[config.mk]
export PLATFORM = sky130hd
export DESIGN_NAME = ulfmc_top
export DESIGN_NICKNAME = d
export VERILOG_FILES = /design/src/rtl/ulfmc_pkg.sv /design/src/rtl/ulfmc_trigger_table.sv /design/src/rtl/ulfmc_top.sv
export VERILOG_INCLUDE_DIRS = /design/src /design/src/rtl
export SDC_FILE = /design/constraint.sdc
export NUM_CORES = 1
export LEC_CHECK = 0
export BUFFER_PORTS_ARGS = -buffer_cell sky130_fd_sc_hd__buf_2
export CAP_MARGIN = 20
export CORE_MARGIN = 3
export CORE_UTILIZATION = 30
export DETAILED_ROUTE_END_ITERATION = 10
export GPL_ROUTABILITY_DRIVEN = 0
export SLEW_MARGIN = 20
export SYNTH_ARGS = -nofsm -noshare
export SYNTH_HDL_FRONTEND = slang
export SYNTH_HIERARCHICAL = 1
export SYNTH_SLANG_ARGS = --single-unit
[constraint.sdc]
create_clock -name CLK_SYS_IN -period 2 [get_ports CLK_SYS_IN]
set_input_delay 0.1 -clock CLK_SYS_IN [delete_from_list [all_inputs] [get_ports CLK_SYS_IN]]
set_output_delay 0.1 -clock CLK_SYS_IN [all_outputs]
set_load 0.03 [all_outputs]
[src/rtl/ulfmc_consts.svh]
// Constant definitions for the serial channel control block.
`ifndef ULFMC_CONSTS_SVH
`define ULFMC_CONSTS_SVH
`define ULFMC_ADDR_FIFO_SETUP 3'h2
`define ULFMC_ADDR_LINE_FMT 3'h3
`define ULFMC_ADDR_MODEM_CTL 3'h4
`define ULFMC_ADDR_FEATURE 3'h5
`define ULFMC_ADDR_ENHANCED 3'h6
`define ULFMC_ADDR_LEVELS 3'h7
`define ULFMC_ADDR_STATUS 3'h1
`define ULFMC_ADDR_EVENTS 3'h0
`define ULFMC_FS_ENABLE 0
`define ULFMC_FS_DMA 3
`define ULFMC_EF_ENABLE 4
`define ULFMC_LF_STOP 2
`define ULFMC_LF_PAR_EN 3
`define ULFMC_LF_EVEN 4
`define ULFMC_LF_FORCE 5
`define ULFMC_LF_BREAK 6
`define ULFMC_LF_DIV 7
`define ULFMC_MC_DTR 0
`define ULFMC_MC_RTS 1
`define ULFMC_MC_AUX1 2
`define ULFMC_MC_AUX2 3
`define ULFMC_MC_LOOP 4
`define ULFMC_MC_ANY 5
`define ULFMC_MC_IR 6
`define ULFMC_BYTE_ZERO 8'h00
`define ULFMC_TBL_A 2'h0
`define ULFMC_TBL_B 2'h1
`define ULFMC_TBL_C 2'h2
`endif

[src/rtl/ulfmc_pkg.sv]
// Types shared by the serial channel control block.
`default_nettype none
package ulfmc_pkg;
    typedef struct packed {
        logic [1:0] word_len;
        logic two_stop;
        logic par_en;
        logic par_bit_valid;
        logic par_even;
        logic par_forced;
        logic par_forced_val;
    } ulfmc_format_type;
    typedef struct packed {
        logic [6:0] rx_level;
        logic [6:0] tx_level;
    } ulfmc_levels_type;
endpackage : ulfmc_pkg
`default_nettype wire

[src/rtl/ulfmc_trigger_table.sv]
// Registered lookup of receive and transmit trigger levels.
`timescale 1ns/1ps
`default_nettype none
`include "ulfmc_consts.svh"
module ulfmc_trigger_table (
    input wire logic clk_in,
    input wire logic rst_in,
    input wire logic ce_in,
    input wire logic [1:0] table_in,
    input wire logic [1:0] rx_code_in,
    input wire logic [1:0] tx_code_in,
    output var ulfmc_pkg::ulfmc_levels_type levels_out
);
    ulfmc_pkg::ulfmc_levels_type levels_next;

    always_comb
    begin
        levels_next.rx_level = 7'h01;
        levels_next.tx_level = 7'h01;
        unique case (table_in)
            `ULFMC_TBL_A:
            begin
                // Table A receive 1, 4, 8, 14; transmit fixed at 1.
                unique case (rx_code_in)
                    2'h0: levels_next.rx_level = 7'h01;
                    2'h1: levels_next.rx_level = 7'h04;
                    2'h2: levels_next.rx_level = 7'h08;
                    2'h3: levels_next.rx_level = 7'h0e;
                endcase
            end
            `ULFMC_TBL_B:
            begin
                unique case (rx_code_in)
                    2'h0: levels_next.rx_level = 7'h08;
                    2'h1: levels_next.rx_level = 7'h10;
                    2'h2: levels_next.rx_level = 7'h18;
                    2'h3: levels_next.rx_level = 7'h1c;
                endcase
                unique case (tx_code_in)
                    2'h0: levels_next.tx_level = 7'h10;
                    2'h1: levels_next.tx_level = 7'h08;
                    2'h2: levels_next.tx_level = 7'h18;
                    2'h3: levels_next.tx_level = 7'h1e;
                endcase
            end
            default:
            begin
                // Table C; the programmable table falls back to it here.
                unique case (rx_code_in)
                    2'h0: levels_next.rx_level = 7'h08;
                    2'h1: levels_next.rx_level = 7'h10;
                    2'h2: levels_next.rx_level = 7'h38;
                    2'h3: levels_next.rx_level = 7'h3c;
                endcase
                unique case (tx_code_in)
                    2'h0: levels_next.tx_level = 7'h08;
                    2'h1: levels_next.tx_level = 7'h10;
                    2'h2: levels_next.tx_level = 7'h20;
                    2'h3: levels_next.tx_level = 7'h38;
                endcase
            end
        endcase
    end

    always_ff @(posedge clk_in or posedge rst_in)
    begin
        if (rst_in)
        begin
            levels_out <= '{rx_level: 7'h01, tx_level: 7'h01};
        end
        else if (ce_in)
        begin
            levels_out <= levels_next;
        end
    end
endmodule : ulfmc_trigger_table
`default_nettype wire

[src/rtl/ulfmc_top.sv]
// Control registers, trigger logic and line shaping of one serial channel.
//
// Implementation choices: the strobed register port and the placing of the registers.
`timescale 1ns/1ps
`default_nettype none
`include "ulfmc_consts.svh"
module ulfmc_top (
    input wire logic CLK_SYS_IN,
    input wire logic RST_IN,
    input wire logic CE_IN,
    input wire logic [2:0] ADDR_IN,
    input wire logic [7:0] WDATA_IN,
    input wire logic WR_IN,
    input wire logic RD_IN,
    output logic [7:0] RDATA_OUT,
    input wire logic [6:0] RX_COUNT_IN,
    input wire logic [6:0] TX_COUNT_IN,
    input wire logic TX_RELOAD_IN,
    input wire logic TX_SERIAL_IN,
    input wire logic IR_TX_SERIAL_IN,
    input wire logic RX_CHAR_IN,
    input wire logic RX_IS_FLOW_CHAR_IN,
    input wire logic SW_FLOW_ACTIVE_IN,
    input wire logic AUTO_RTS_ACTIVE_IN,
    input wire logic AUTO_RTS_LEVEL_IN,
    input wire logic RI_PIN_IN,
    input wire logic RX_PIN_IN,
    input wire logic IR_RX_PIN_IN,
    output logic TX_PIN_OUT,
    output logic IR_TX_PIN_OUT,
    output logic RX_DATA_OUT,
    output logic DTR_N_OUT,
    output logic RTS_N_OUT,
    output logic AUX_TWO_N_OUT,
    output logic IRQ_OUT,
    output logic IRQ_OE_N_OUT,
    output logic RX_READY_N_OUT,
    output logic TX_READY_N_OUT,
    output logic TX_IRQ_OUT,
    output logic RX_IRQ_OUT,
    output logic TX_RESUME_OUT,
    output logic RX_STORE_OUT,
    output logic RING_OUT,
    output logic DIV_SELECT_OUT,
    output logic LOOPBACK_OUT,
    output logic IR_MODE_OUT,
    output var ulfmc_pkg::ulfmc_format_type FORMAT_OUT
);
    // ----------------------------------------
    // Registers
    // ----------------------------------------
    logic [7:0] fifo_setup_reg;
    logic [7:0] line_format_control_reg;
    logic [7:0] modem_output_control_reg;
    logic [7:0] feature_control_reg;
    logic [7:0] enhanced_feature_reg;
    logic [1:0] table_reg;
    logic [1:0] tx_code_reg;
    logic [1:0] rx_code_reg;
    logic tx_filled_reg;
    logic rx_above_reg;
    logic [2:0] ri_sync_reg;
    logic [2:0] rx_sync_reg;
    logic [2:0] irrx_sync_reg;
    logic ri_level_reg;
    logic rx_level_reg;
    logic irrx_level_reg;
    ulfmc_pkg::ulfmc_levels_type levels;
    ulfmc_pkg::ulfmc_format_type format_next;
    logic [7:0] rdata_next;
    logic wr_fifo;
    logic wr_feature;
    logic tx_irq_next;
    logic rx_irq_next;

    assign wr_fifo = WR_IN && (ADDR_IN == `ULFMC_ADDR_FIFO_SETUP);
    assign wr_feature = WR_IN && (ADDR_IN == `ULFMC_ADDR_FEATURE);

    // ----------------------------------------
    // Register writes
    // ----------------------------------------
    always_ff @(posedge CLK_SYS_IN or posedge RST_IN)
    begin
        if (RST_IN)
        begin
            fifo_setup_reg <= `ULFMC_BYTE_ZERO;
        end
        else if (CE_IN && wr_fifo && WDATA_IN[`ULFMC_FS_ENABLE])
        begin
            // Other bits only take effect when the enable bit rides along.
            fifo_setup_reg <= WDATA_IN;
        end
        else if (CE_IN && wr_fifo)
        begin
            fifo_setup_reg[`ULFMC_FS_ENABLE] <= 1'b0;
        end
    end

    always_ff @(posedge CLK_SYS_IN or posedge RST_IN)
    begin
        if (RST_IN)
        begin
            tx_code_reg <= 2'h0;
            rx_code_reg <= 2'h0;
        end
        else if (CE_IN && wr_fifo && WDATA_IN[`ULFMC_FS_ENABLE])
        begin
            rx_code_reg <= WDATA_IN[7:6];
            if (enhanced_feature_reg[`ULFMC_EF_ENABLE])
            begin
                // Transmit trigger bits are locked unless enhanced mode is on.
                tx_code_reg <= WDATA_IN[5:4];
            end
        end
    end

    always_ff @(posedge CLK_SYS_IN or posedge RST_IN)
    begin
        if (RST_IN)
        begin
            feature_control_reg <= `ULFMC_BYTE_ZERO;
            table_reg <= `ULFMC_TBL_A;
        end
        else if (CE_IN && wr_feature)
        begin
            feature_control_reg <= WDATA_IN;
            // One table for both directions; the latest write wins.
            table_reg <= WDATA_IN[5:4];
        end
    end

    always_ff @(posedge CLK_SYS_IN or posedge RST_IN)
    begin
        if (RST_IN)
        begin
            enhanced_feature_reg <= `ULFMC_BYTE_ZERO;
            line_format_control_reg <= `ULFMC_BYTE_ZERO;
            modem_output_control_reg <= `ULFMC_BYTE_ZERO;
        end
        else if (CE_IN && WR_IN)
        begin
            if (ADDR_IN == `ULFMC_ADDR_ENHANCED)
            begin
                enhanced_feature_reg <= WDATA_IN;
            end
            if (ADDR_IN == `ULFMC_ADDR_LINE_FMT)
            begin
                line_format_control_reg <= WDATA_IN;
            end
            if (ADDR_IN == `ULFMC_ADDR_MODEM_CTL)
            begin
                modem_output_control_reg <= {1'b0, WDATA_IN[6:0]};
            end
        end
    end

    ulfmc_trigger_table u_table (
        .clk_in(CLK_SYS_IN),
        .rst_in(RST_IN),
        .ce_in(CE_IN),
        .table_in(table_reg),
        .rx_code_in(rx_code_reg),
        .tx_code_in(tx_code_reg),
        .levels_out(levels)
    );

    // ----------------------------------------
    // Register reads
    // ----------------------------------------
    always_comb
    begin
        rdata_next = `ULFMC_BYTE_ZERO;
        unique case (ADDR_IN)
            `ULFMC_ADDR_LINE_FMT: rdata_next = line_format_control_reg;
            `ULFMC_ADDR_MODEM_CTL: rdata_next = modem_output_control_reg;
            `ULFMC_ADDR_FEATURE: rdata_next = feature_control_reg;
            `ULFMC_ADDR_ENHANCED: rdata_next = enhanced_feature_reg;
            `ULFMC_ADDR_LEVELS: rdata_next = {1'b0, levels.rx_level};
            `ULFMC_ADDR_STATUS: rdata_next = {1'b0, levels.tx_level};
            `ULFMC_ADDR_EVENTS: rdata_next = {4'h0, ri_level_reg, tx_filled_reg,
                                              RX_IRQ_OUT, TX_IRQ_OUT};
            default: rdata_next = `ULFMC_BYTE_ZERO;
        endcase
    end

    always_ff @(posedge CLK_SYS_IN or posedge RST_IN)
    begin
        if (RST_IN)
        begin
            RDATA_OUT <= `ULFMC_BYTE_ZERO;
        end
        else if (CE_IN)
        begin
            RDATA_OUT <= RD_IN ? rdata_next : `ULFMC_BYTE_ZERO;
        end
    end

    // ----------------------------------------
    // Pin synchronisers
    // ----------------------------------------
    always_ff @(posedge CLK_SYS_IN or posedge RST_IN)
    begin
        if (RST_IN)
        begin
            ri_sync_reg <= 3'h7;
            rx_sync_reg <= 3'h7;
            irrx_sync_reg <= 3'h0;
            ri_level_reg <= 1'b1;
            rx_level_reg <= 1'b1;
            irrx_level_reg <= 1'b0;
        end
        else if (CE_IN)
        begin
            ri_sync_reg <= {ri_sync_reg[1:0], RI_PIN_IN};
            rx_sync_reg <= {rx_sync_reg[1:0], RX_PIN_IN};
            irrx_sync_reg <= {irrx_sync_reg[1:0], IR_RX_PIN_IN};
            if (ri_sync_reg[1] == ri_sync_reg[2])
            begin
                ri_level_reg <= ri_sync_reg[2];
            end
            if (rx_sync_reg[1] == rx_sync_reg[2])
            begin
                rx_level_reg <= rx_sync_reg[2];
            end
            if (irrx_sync_reg[1] == irrx_sync_reg[2])
            begin
                irrx_level_reg <= irrx_sync_reg[2];
            end
        end
    end

    // ----------------------------------------
    // Trigger interrupts and ready pins
    // ----------------------------------------
    always_ff @(posedge CLK_SYS_IN or posedge RST_IN)
    begin
        if (RST_IN)
        begin
            tx_filled_reg <= 1'b0;
        end
        else if (CE_IN)
        begin
            if (TX_COUNT_IN > levels.tx_level)
            begin
                tx_filled_reg <= 1'b1;
            end
            else if (TX_RELOAD_IN || TX_COUNT_IN == 7'h00)
            begin
                tx_filled_reg <= 1'b0;
            end
        end
    end

    // Filled above the level: fire below it; otherwise wait for empty.
    assign tx_irq_next = tx_filled_reg ? (TX_COUNT_IN < levels.tx_level)
                                       : (TX_COUNT_IN == 7'h00);
    assign rx_irq_next = (RX_COUNT_IN >= levels.rx_level);

    always_ff @(posedge CLK_SYS_IN or posedge RST_IN)
    begin
        if (RST_IN)
        begin
            TX_IRQ_OUT <= 1'b0;
            RX_IRQ_OUT <= 1'b0;
            rx_above_reg <= 1'b0;
            TX_READY_N_OUT <= 1'b0;
            RX_READY_N_OUT <= 1'b1;
            IRQ_OUT <= 1'b0;
        end
        else if (CE_IN)
        begin
            TX_IRQ_OUT <= tx_irq_next;
            RX_IRQ_OUT <= rx_irq_next;
            rx_above_reg <= rx_irq_next;
            IRQ_OUT <= tx_irq_next || rx_irq_next;
            if (fifo_setup_reg[`ULFMC_FS_DMA])
            begin
                // DMA mode: request by trigger level, not by single characters.
                RX_READY_N_OUT <= !rx_irq_next;
                TX_READY_N_OUT <= (TX_COUNT_IN > levels.tx_level) && !tx_irq_next;
            end
            else
            begin
                RX_READY_N_OUT <= (RX_COUNT_IN == 7'h00);
                TX_READY_N_OUT <= (TX_COUNT_IN != 7'h00);
            end
        end
    end

    // ----------------------------------------
    // Character format
    // ----------------------------------------
    always_comb
    begin
        format_next.word_len = line_format_control_reg[1:0];
        format_next.two_stop = line_format_control_reg[`ULFMC_LF_STOP];
        format_next.par_en = line_format_control_reg[`ULFMC_LF_PAR_EN];
        format_next.par_even = line_format_control_reg[`ULFMC_LF_EVEN];
        format_next.par_forced = line_format_control_reg[`ULFMC_LF_FORCE];
        // Forced parity is mark for even-select clear and space for set.
        format_next.par_forced_val = !line_format_control_reg[`ULFMC_LF_EVEN];
        format_next.par_bit_valid = format_next.par_en;
    end

    // ----------------------------------------
    // Line and modem outputs
    // ----------------------------------------
    always_ff @(posedge CLK_SYS_IN or posedge RST_IN)
    begin
        if (RST_IN)
        begin
            FORMAT_OUT <= '0;
            DIV_SELECT_OUT <= 1'b0;
            TX_PIN_OUT <= 1'b1;
            IR_TX_PIN_OUT <= 1'b0;
            RX_DATA_OUT <= 1'b1;
            DTR_N_OUT <= 1'b1;
            RTS_N_OUT <= 1'b1;
            AUX_TWO_N_OUT <= 1'b1;
            IRQ_OE_N_OUT <= 1'b1;
            RING_OUT <= 1'b0;
            LOOPBACK_OUT <= 1'b0;
            IR_MODE_OUT <= 1'b0;
            TX_RESUME_OUT <= 1'b0;
            RX_STORE_OUT <= 1'b0;
        end
        else if (CE_IN)
        begin
            FORMAT_OUT <= format_next;
            DIV_SELECT_OUT <= line_format_control_reg[`ULFMC_LF_DIV];
            LOOPBACK_OUT <= modem_output_control_reg[`ULFMC_MC_LOOP];
            IR_MODE_OUT <= modem_output_control_reg[`ULFMC_MC_IR];
            // Loopback keeps the pins idle unless break is set, and feeds transmit straight back.
            if (line_format_control_reg[`ULFMC_LF_BREAK])
            begin
                TX_PIN_OUT <= 1'b0;
                IR_TX_PIN_OUT <= 1'b0;
            end
            else if (modem_output_control_reg[`ULFMC_MC_LOOP])
            begin
                TX_PIN_OUT <= 1'b1;
                IR_TX_PIN_OUT <= 1'b0;
            end
            else if (modem_output_control_reg[`ULFMC_MC_IR])
            begin
                TX_PIN_OUT <= 1'b1;
                IR_TX_PIN_OUT <= IR_TX_SERIAL_IN;
            end
            else
            begin
                TX_PIN_OUT <= TX_SERIAL_IN;
                IR_TX_PIN_OUT <= 1'b0;
            end
            if (modem_output_control_reg[`ULFMC_MC_LOOP])
            begin
                RX_DATA_OUT <= TX_SERIAL_IN;
                RING_OUT <= modem_output_control_reg[`ULFMC_MC_AUX1];
            end
            else
            begin
                RX_DATA_OUT <= modem_output_control_reg[`ULFMC_MC_IR] ? irrx_level_reg
                                                                      : rx_level_reg;
                RING_OUT <= !ri_level_reg;
            end
            DTR_N_OUT <= !modem_output_control_reg[`ULFMC_MC_DTR];
            RTS_N_OUT <= AUTO_RTS_ACTIVE_IN ? AUTO_RTS_LEVEL_IN
                                            : !modem_output_control_reg[`ULFMC_MC_RTS];
            AUX_TWO_N_OUT <= !modem_output_control_reg[`ULFMC_MC_AUX2];
            IRQ_OE_N_OUT <= !modem_output_control_reg[`ULFMC_MC_AUX2];
            // Any character restarts transmit; flow characters stay out of the FIFO.
            TX_RESUME_OUT <= RX_CHAR_IN && modem_output_control_reg[`ULFMC_MC_ANY];
            RX_STORE_OUT <= RX_CHAR_IN && !(modem_output_control_reg[`ULFMC_MC_ANY]
                                            && SW_FLOW_ACTIVE_IN && RX_IS_FLOW_CHAR_IN);
        end
    end
endmodule : ulfmc_top
`default_nettype wire

# ---- Word-level counts from Yosys, hierarchy flattened
# Index checks and enable logic that the tools add are counted.
dict set report word_totals {
  register_bits 99
  input_bits 41
  word_cells 122
}
dict set report classes {
  order_cmp 3
  n_eq_ne 17
  muxes 24
  n_reduce_logical 37
}
# operator count
set op_table {}
lappend op_table {{$pmux 7 s4} 5}
lappend op_table {{$pmux 8 s7} 1}
lappend op_table {{$pmux 7 s2} 2}
lappend op_table {{$reduce_and 2->1} 8}
lappend op_table {{$mux 1} 15}
lappend op_table {{$logic_not 7->1} 2}
lappend op_table {{$eq 3x3->1 const B} 4}
lappend op_table {{$logic_and 1x1->1} 11}
lappend op_table {{$eq 2x2->1 const B} 4}
lappend op_table {{$logic_not 1->1} 8}
lappend op_table {{$mux 8} 1}
lappend op_table {{$ge 7x7->1} 1}
lappend op_table {{$gt 7x7->1} 1}
lappend op_table {{$lt 7x7->1} 1}
lappend op_table {{$reduce_bool 7->1} 1}
lappend op_table {{$eq 2x1->1 const B} 3}
lappend op_table {{$eq 3x2->1 const B} 2}
lappend op_table {{$logic_not 2->1} 3}
lappend op_table {{$eq 1x1->1} 3}
lappend op_table {{$eq 3x1->1 const B} 1}
lappend op_table {{$logic_not 3->1} 1}
lappend op_table {{$logic_or 1x1->1} 2}
lappend op_table {{$reduce_bool 2->1} 1}

# ---- Logic depth before layout (Yosys ltp)
dict set report depth {
  depth_word 5
  mapped_depth 8
  ltp_nobuf 7
}

# ---- By module
# Netlist, hierarchy kept.
# mod instances cells_each area_each_um2
set modules_own_cells {}
lappend modules_own_cells {ulfmc_top 1 339 4035.1}
lappend modules_own_cells {ulfmc_trigger_table 1 58 601.8}

# ---- Least setup slack after synthesis
# OpenSTA, ideal clock, no wires.
dict set report synth_path {
  path_kind {register to register}
  startpoint {register u_table/levels_out[2] (netlist name)}
  endpoint {register TX_IRQ_OUT}
  setup_ns 0.125
  t_arrival_ns 1.568
  required_ns 1.875
  path_slack_ns 0.308
  path_stages_with_launch 9
  path_buffers 1
  cell_sequence {dfrtp_1 -> buf_4 -> inv_1 -> ha_1 -> a21oi_1 -> a21oi_1 -> nor3_1 -> mux2_2 -> mux2_2}
}
dict set report synth_via {
  elab_chain_len 2
}
# element line_no
set synth_lines {}
lappend synth_lines {{from (decl)} ulfmc_trigger_table.sv:12} ;# output var ulfmc_pkg::ulfmc_levels_type levels_out
lappend synth_lines {{from (signal assigned)} ulfmc_trigger_table.sv:69} ;# levels_out <= '{rx_level: 7'h01, tx_level: 7'h01};
lappend synth_lines {{from (signal assigned)} ulfmc_trigger_table.sv:73} ;# levels_out <= levels_next;
lappend synth_lines {{$lt 7x7->1} ulfmc_top.sv:255} ;# assign tx_irq_next = tx_filled_reg ? (TX_COUNT_IN < levels.tx_level)
lappend synth_lines {{$mux 1} ulfmc_top.sv:255}
lappend synth_lines {{to (signal assigned)} ulfmc_top.sv:272} ;# TX_IRQ_OUT <= tx_irq_next;
lappend synth_lines {{to (decl)} ulfmc_top.sv:39} ;# output logic TX_IRQ_OUT,
# No other way between the ends.
# A chain may end at the register's enable or synchronous reset.

# ---- Worst setup path in the final report
dict set report layout_path {
  startpoint {register u_table/levels_out[4] (netlist name)}
  endpoint {register TX_IRQ_OUT}
}
# The elaborated chain is that of the path after synthesis.

==> results.py <==
metrics = {
    "floorplanning": {
        "overall_die_area_um2": 17000,
        "io-pin-count": 75,
        "rows": 44,
        "floorplan.die.height_um": 130,
        "start_util": 0.313,
        "die_w_um": 130,
        "core_area_um2": 14800,
    },
    "clocking": {
        "worstSkewPairLatency_ps": 340,
        "cts_inserted_buffers": 9,
        "max-clock-path-buffers": 2,
        "clock_pin_slew_on_the_worst_setup_and_hold_paths_ps": 70,
        "clkSinkCount": 92,
        "cts-htree-levels": 3,
        "clockRootBuffer": "sky130_fd_sc_hd__clkbuf_16",
        "cts_tree": "built",
    },
    "yosys": {
        "synthesis.area_um2": 4640,
        "synth_edf_count": 0,
        "ys_ff_latch": 92,
        "netlist_instances": 397,
        "synthXorXnorAreaFrac": 0,
        "syn_avg_cell_area_um2": 11.7,
        "synth_adder_area_share": 0.0513,
        "synth-simple-area-share": 0.0985,
        "synth.yosys.seq_area_share": 0.501,
        "synth_top_family_by_area": "multiplexers",
        "synth_flop_cell": "sky130_fd_sc_hd__dfrtp_1",
        "yosys_warnings": 6,
        "muxShareOfSynthArea": 0.190,
        "synthesized_area_fraction_occupied_by_ao_oa_aoi_and_oai_cells": 0.102,
        "ys_async_sr_fraction": 1.00,
        "yosysUniqueCellTypes": 55,
    },
    "critical_path": {
        "worst_r2r_startpoint": "u_table/levels_out[4]",
        "path_max_fanout": 3,
        "reg2reg_to": "TX_IRQ_OUT",
        "cpMostUsedCell": "sky130_fd_sc_hd__mux2_2",
        "timing.reg2reg.worst_path_depth": 7,
        "critPathLaunch": "u_table/levels_out[4]",
        "worst_setup_path_end": "TX_IRQ_OUT",
        "worst_path_largest_cell_delay_ps": 380,
        "crit_path_launch_type": "flip-flop",
        "setup.reg_to_reg.worst_slack_ps": 200,
        "required_ps": 2220,
        "cp-end-kind": "flip-flop",
        "criticalPathCategory": "reg -> reg",
        "crit_path_cell_trace": "inv_1 > ha_1 > nand4_1 > a21oi_1 > nor3_1 > mux2_2 > mux2_2",
        "cp_slowest_cell": "sky130_fd_sc_hd__dfrtp_1",
        "worstPathArrival_ps": 2030,
    },
    "run": {
        "maxCapViolCount": 0,
    },
    "placement": {
        "port_buffers": 74,
        "post-dp-hpwl_um": 8570,
        "placed_cells": 640,
    },
    "route": {
        "detail_route.wirelength_um": 11300,
        "ant_nets": 0,
        "remaining_routing_drc_violations": 0,
        "routed-via-count": 3274,
        "drt_pre_antenna_iters": 4,
        "route.detailed.wl_per_inst_um": 17.2,
        "drt_iter0_drc": 250,
        "vias_per_cell": 4.96,
    },
    "grt": {
        "number_of_antenna_violations_at_the_first_check_in_global_routing": 2,
        "grt_max_degree": 82,
        "total_global_routing_track_utilization": 0.134,
        "global_route.overflow_total": 0,
        "first_pass_grt_wire_length_um": 17700,
        "vias_in_the_first_global_route": 3332,
    },
    "power_and_ir_drop": {
        "p_leak_nw": 2.46,
        "vdd_ir_drop_max_mv": 0.385,
        "power_per_cell_area_nw_per_um2": 1020,
    },
    "run_status": {
        "run_status": "complete, no violations",
    },
    "min_path": {
        "hold_class": "in -> reg",
    },
    "final_layout": {
        "largest-register": "u_table/levels_out",
        "finalNonFillerCells": 660,
        "drive_gt1_frac": 0.405,
        "final_net_count": 531,
        "largest_reg_flops": 11,
        "p_r_area_growth_vs_syn_pct": 18.7,
        "antenna-diode-count": 0,
        "final.fill_count": 1448,
    },
    "timing": {
        "max_freq_mhz": 555,
        "final-hold-violation-count": 0,
        "period_share": 0.900,
        "grt_setup_unrepaired": "no",
        "report.final.setup_viol": 0,
        "tns_ps": 0,
        "final-max-slew-violation-count": 0,
        "clock-skew-final_ps": 8.42,
        "layout_min_cycle_time_ps": 1800,
    },
}
per-layer routing:
metal	track usage	vias up	share of wire
li1	-	1559	-
met1	0.180	1602	0.45
met2	0.206	87	0.46
met3	0.0360	22	0.064
met4	0.0538	4	0.023
met5	0	-	0.0019
worst max-delay path: cells and delay by family (launching register included):
family / cells / cell delay (ps)
adder cells (fa/ha/maj): 1 / 290
flip-flops: 1 / 380
multiplexers: 2 / 570
AO/OA/AOI/OAI: 1 / 150
buffers and inverters: 1 / 50
AND/OR/NAND/NOR: 2 / 230
how the worst min path moves through the flow:
stage,start,to,slack [ps],depth (start not counted)
final,RX_CHAR_IN,TX_RESUME_OUT,20,3
after floorplan,RST_IN,u_table/levels_out[10],-50,1
after CTS,RX_CHAR_IN,TX_RESUME_OUT,10,3
after detailed placement,RST_IN,u_table/levels_out[12],170,2
after global placement,RST_IN,u_table/levels_out[10],160,2
after global routing,RX_CHAR_IN,RX_STORE_OUT,50,3
stage by stage:
step	util	hold slack [ps]	power, mW	instance area, um^2	worst slack (ps)
detailed placement	0.350	174	4.03	5180	211
floorplan	-	-49.0	3.56	4640	308
global placement	0.350	158	3.97	5180	288
finish	0.372	19.9	5.62	5500	200
global route	0.372	46.5	5.91	5500	115
CTS	0.372	14.2	5.68	5500	199
layout make-up:
type | count | area (um^2) | share of cell area
Clock buffer | 11 | 243 | 0.0441
Clock inverter | 5 | 42.5 | 0.00773
Inverter | 35 | 135 | 0.0246
Multi-Input combinational cell | 248 | 2050 | 0.373
Sequential cell | 92 | 2320 | 0.422
Tap cell | 184 | 230 | 0.0418
Timing Repair Buffer | 85 | 475 | 0.0864
cells by family (layout without fill, tap and decap cells):
kind of cell | count (synthesis) | in the layout
other cells | 1 | 2
flops | 92 | 92
buf+inv | 58 | 136
compound gates | 75 | 75
fa+ha+maj | 19 | 19
simple gates | 76 | 76
mux | 76 | 76
cells in the final DEF (no fill, tap or decap), drive strengths merged, types with 3 or more instances in the layout:
master,instances
buf,81
dfrtp,76
mux2,66
inv,37
nor2,23
a21oi,21
o21ai,20
ha,19
dfstp,16
nand2,13
clkbuf,11
nand3,10
mux2i,7
a22oi,7
o22ai,6
nand2b,5
nor2b,5
a221oi,4
dlygate4sd3,4
nor4,4
mux4,3
o211ai,3
nand4,3
synth_stat cells (2+ instances only):
cell type                   n  share of area
sky130_fd_sc_hd__dfrtp_1   76           0.41
sky130_fd_sc_hd__mux2_2    66           0.16
sky130_fd_sc_hd__inv_1     35          0.028
sky130_fd_sc_hd__nor2_1    22          0.018
sky130_fd_sc_hd__a21oi_1   21          0.023
sky130_fd_sc_hd__o21ai_0   20          0.022
sky130_fd_sc_hd__ha_1      19          0.051
sky130_fd_sc_hd__dfstp_2   16          0.091
sky130_fd_sc_hd__nand2_1   12         0.0097
sky130_fd_sc_hd__buf_2     10          0.011
sky130_fd_sc_hd__nand3_1    9         0.0097
sky130_fd_sc_hd__a22oi_1    7          0.011
sky130_fd_sc_hd__buf_4      7          0.011
sky130_fd_sc_hd__mux2i_1    7          0.015
sky130_fd_sc_hd__o22ai_1    6         0.0081
sky130_fd_sc_hd__nand2b_1   5         0.0067
sky130_fd_sc_hd__a221oi_1   4         0.0076
sky130_fd_sc_hd__clkbuf_1   4         0.0032
sky130_fd_sc_hd__nor2b_1    4         0.0054
sky130_fd_sc_hd__mux4_2     3          0.015
sky130_fd_sc_hd__nor4_1     3         0.0040
sky130_fd_sc_hd__o211ai_1   3         0.0049
sky130_fd_sc_hd__nand4_1    2         0.0027
sky130_fd_sc_hd__nor3_1     2         0.0022
sky130_fd_sc_hd__o21bai_1   2         0.0032
sky130_fd_sc_hd__o221ai_1   2         0.0038
sky130_fd_sc_hd__o32ai_1    2         0.0038
where the power goes:
group	leakage, nW	internal [mW]	switching (mW)
Clock	0.137	0.893	0.734
Combinational	1.21	0.599	0.754
Sequential	1.12	2.29	0.353
what timing repair did:
action / 4_1_cts / 5_1_grt
endpoints found under the hold margin: 79 / 0
hold buffers: 4 / 0
setup buffers: 0 / 0
resized for setup: 0 / 0
Power figures use the tool's default switching activity.
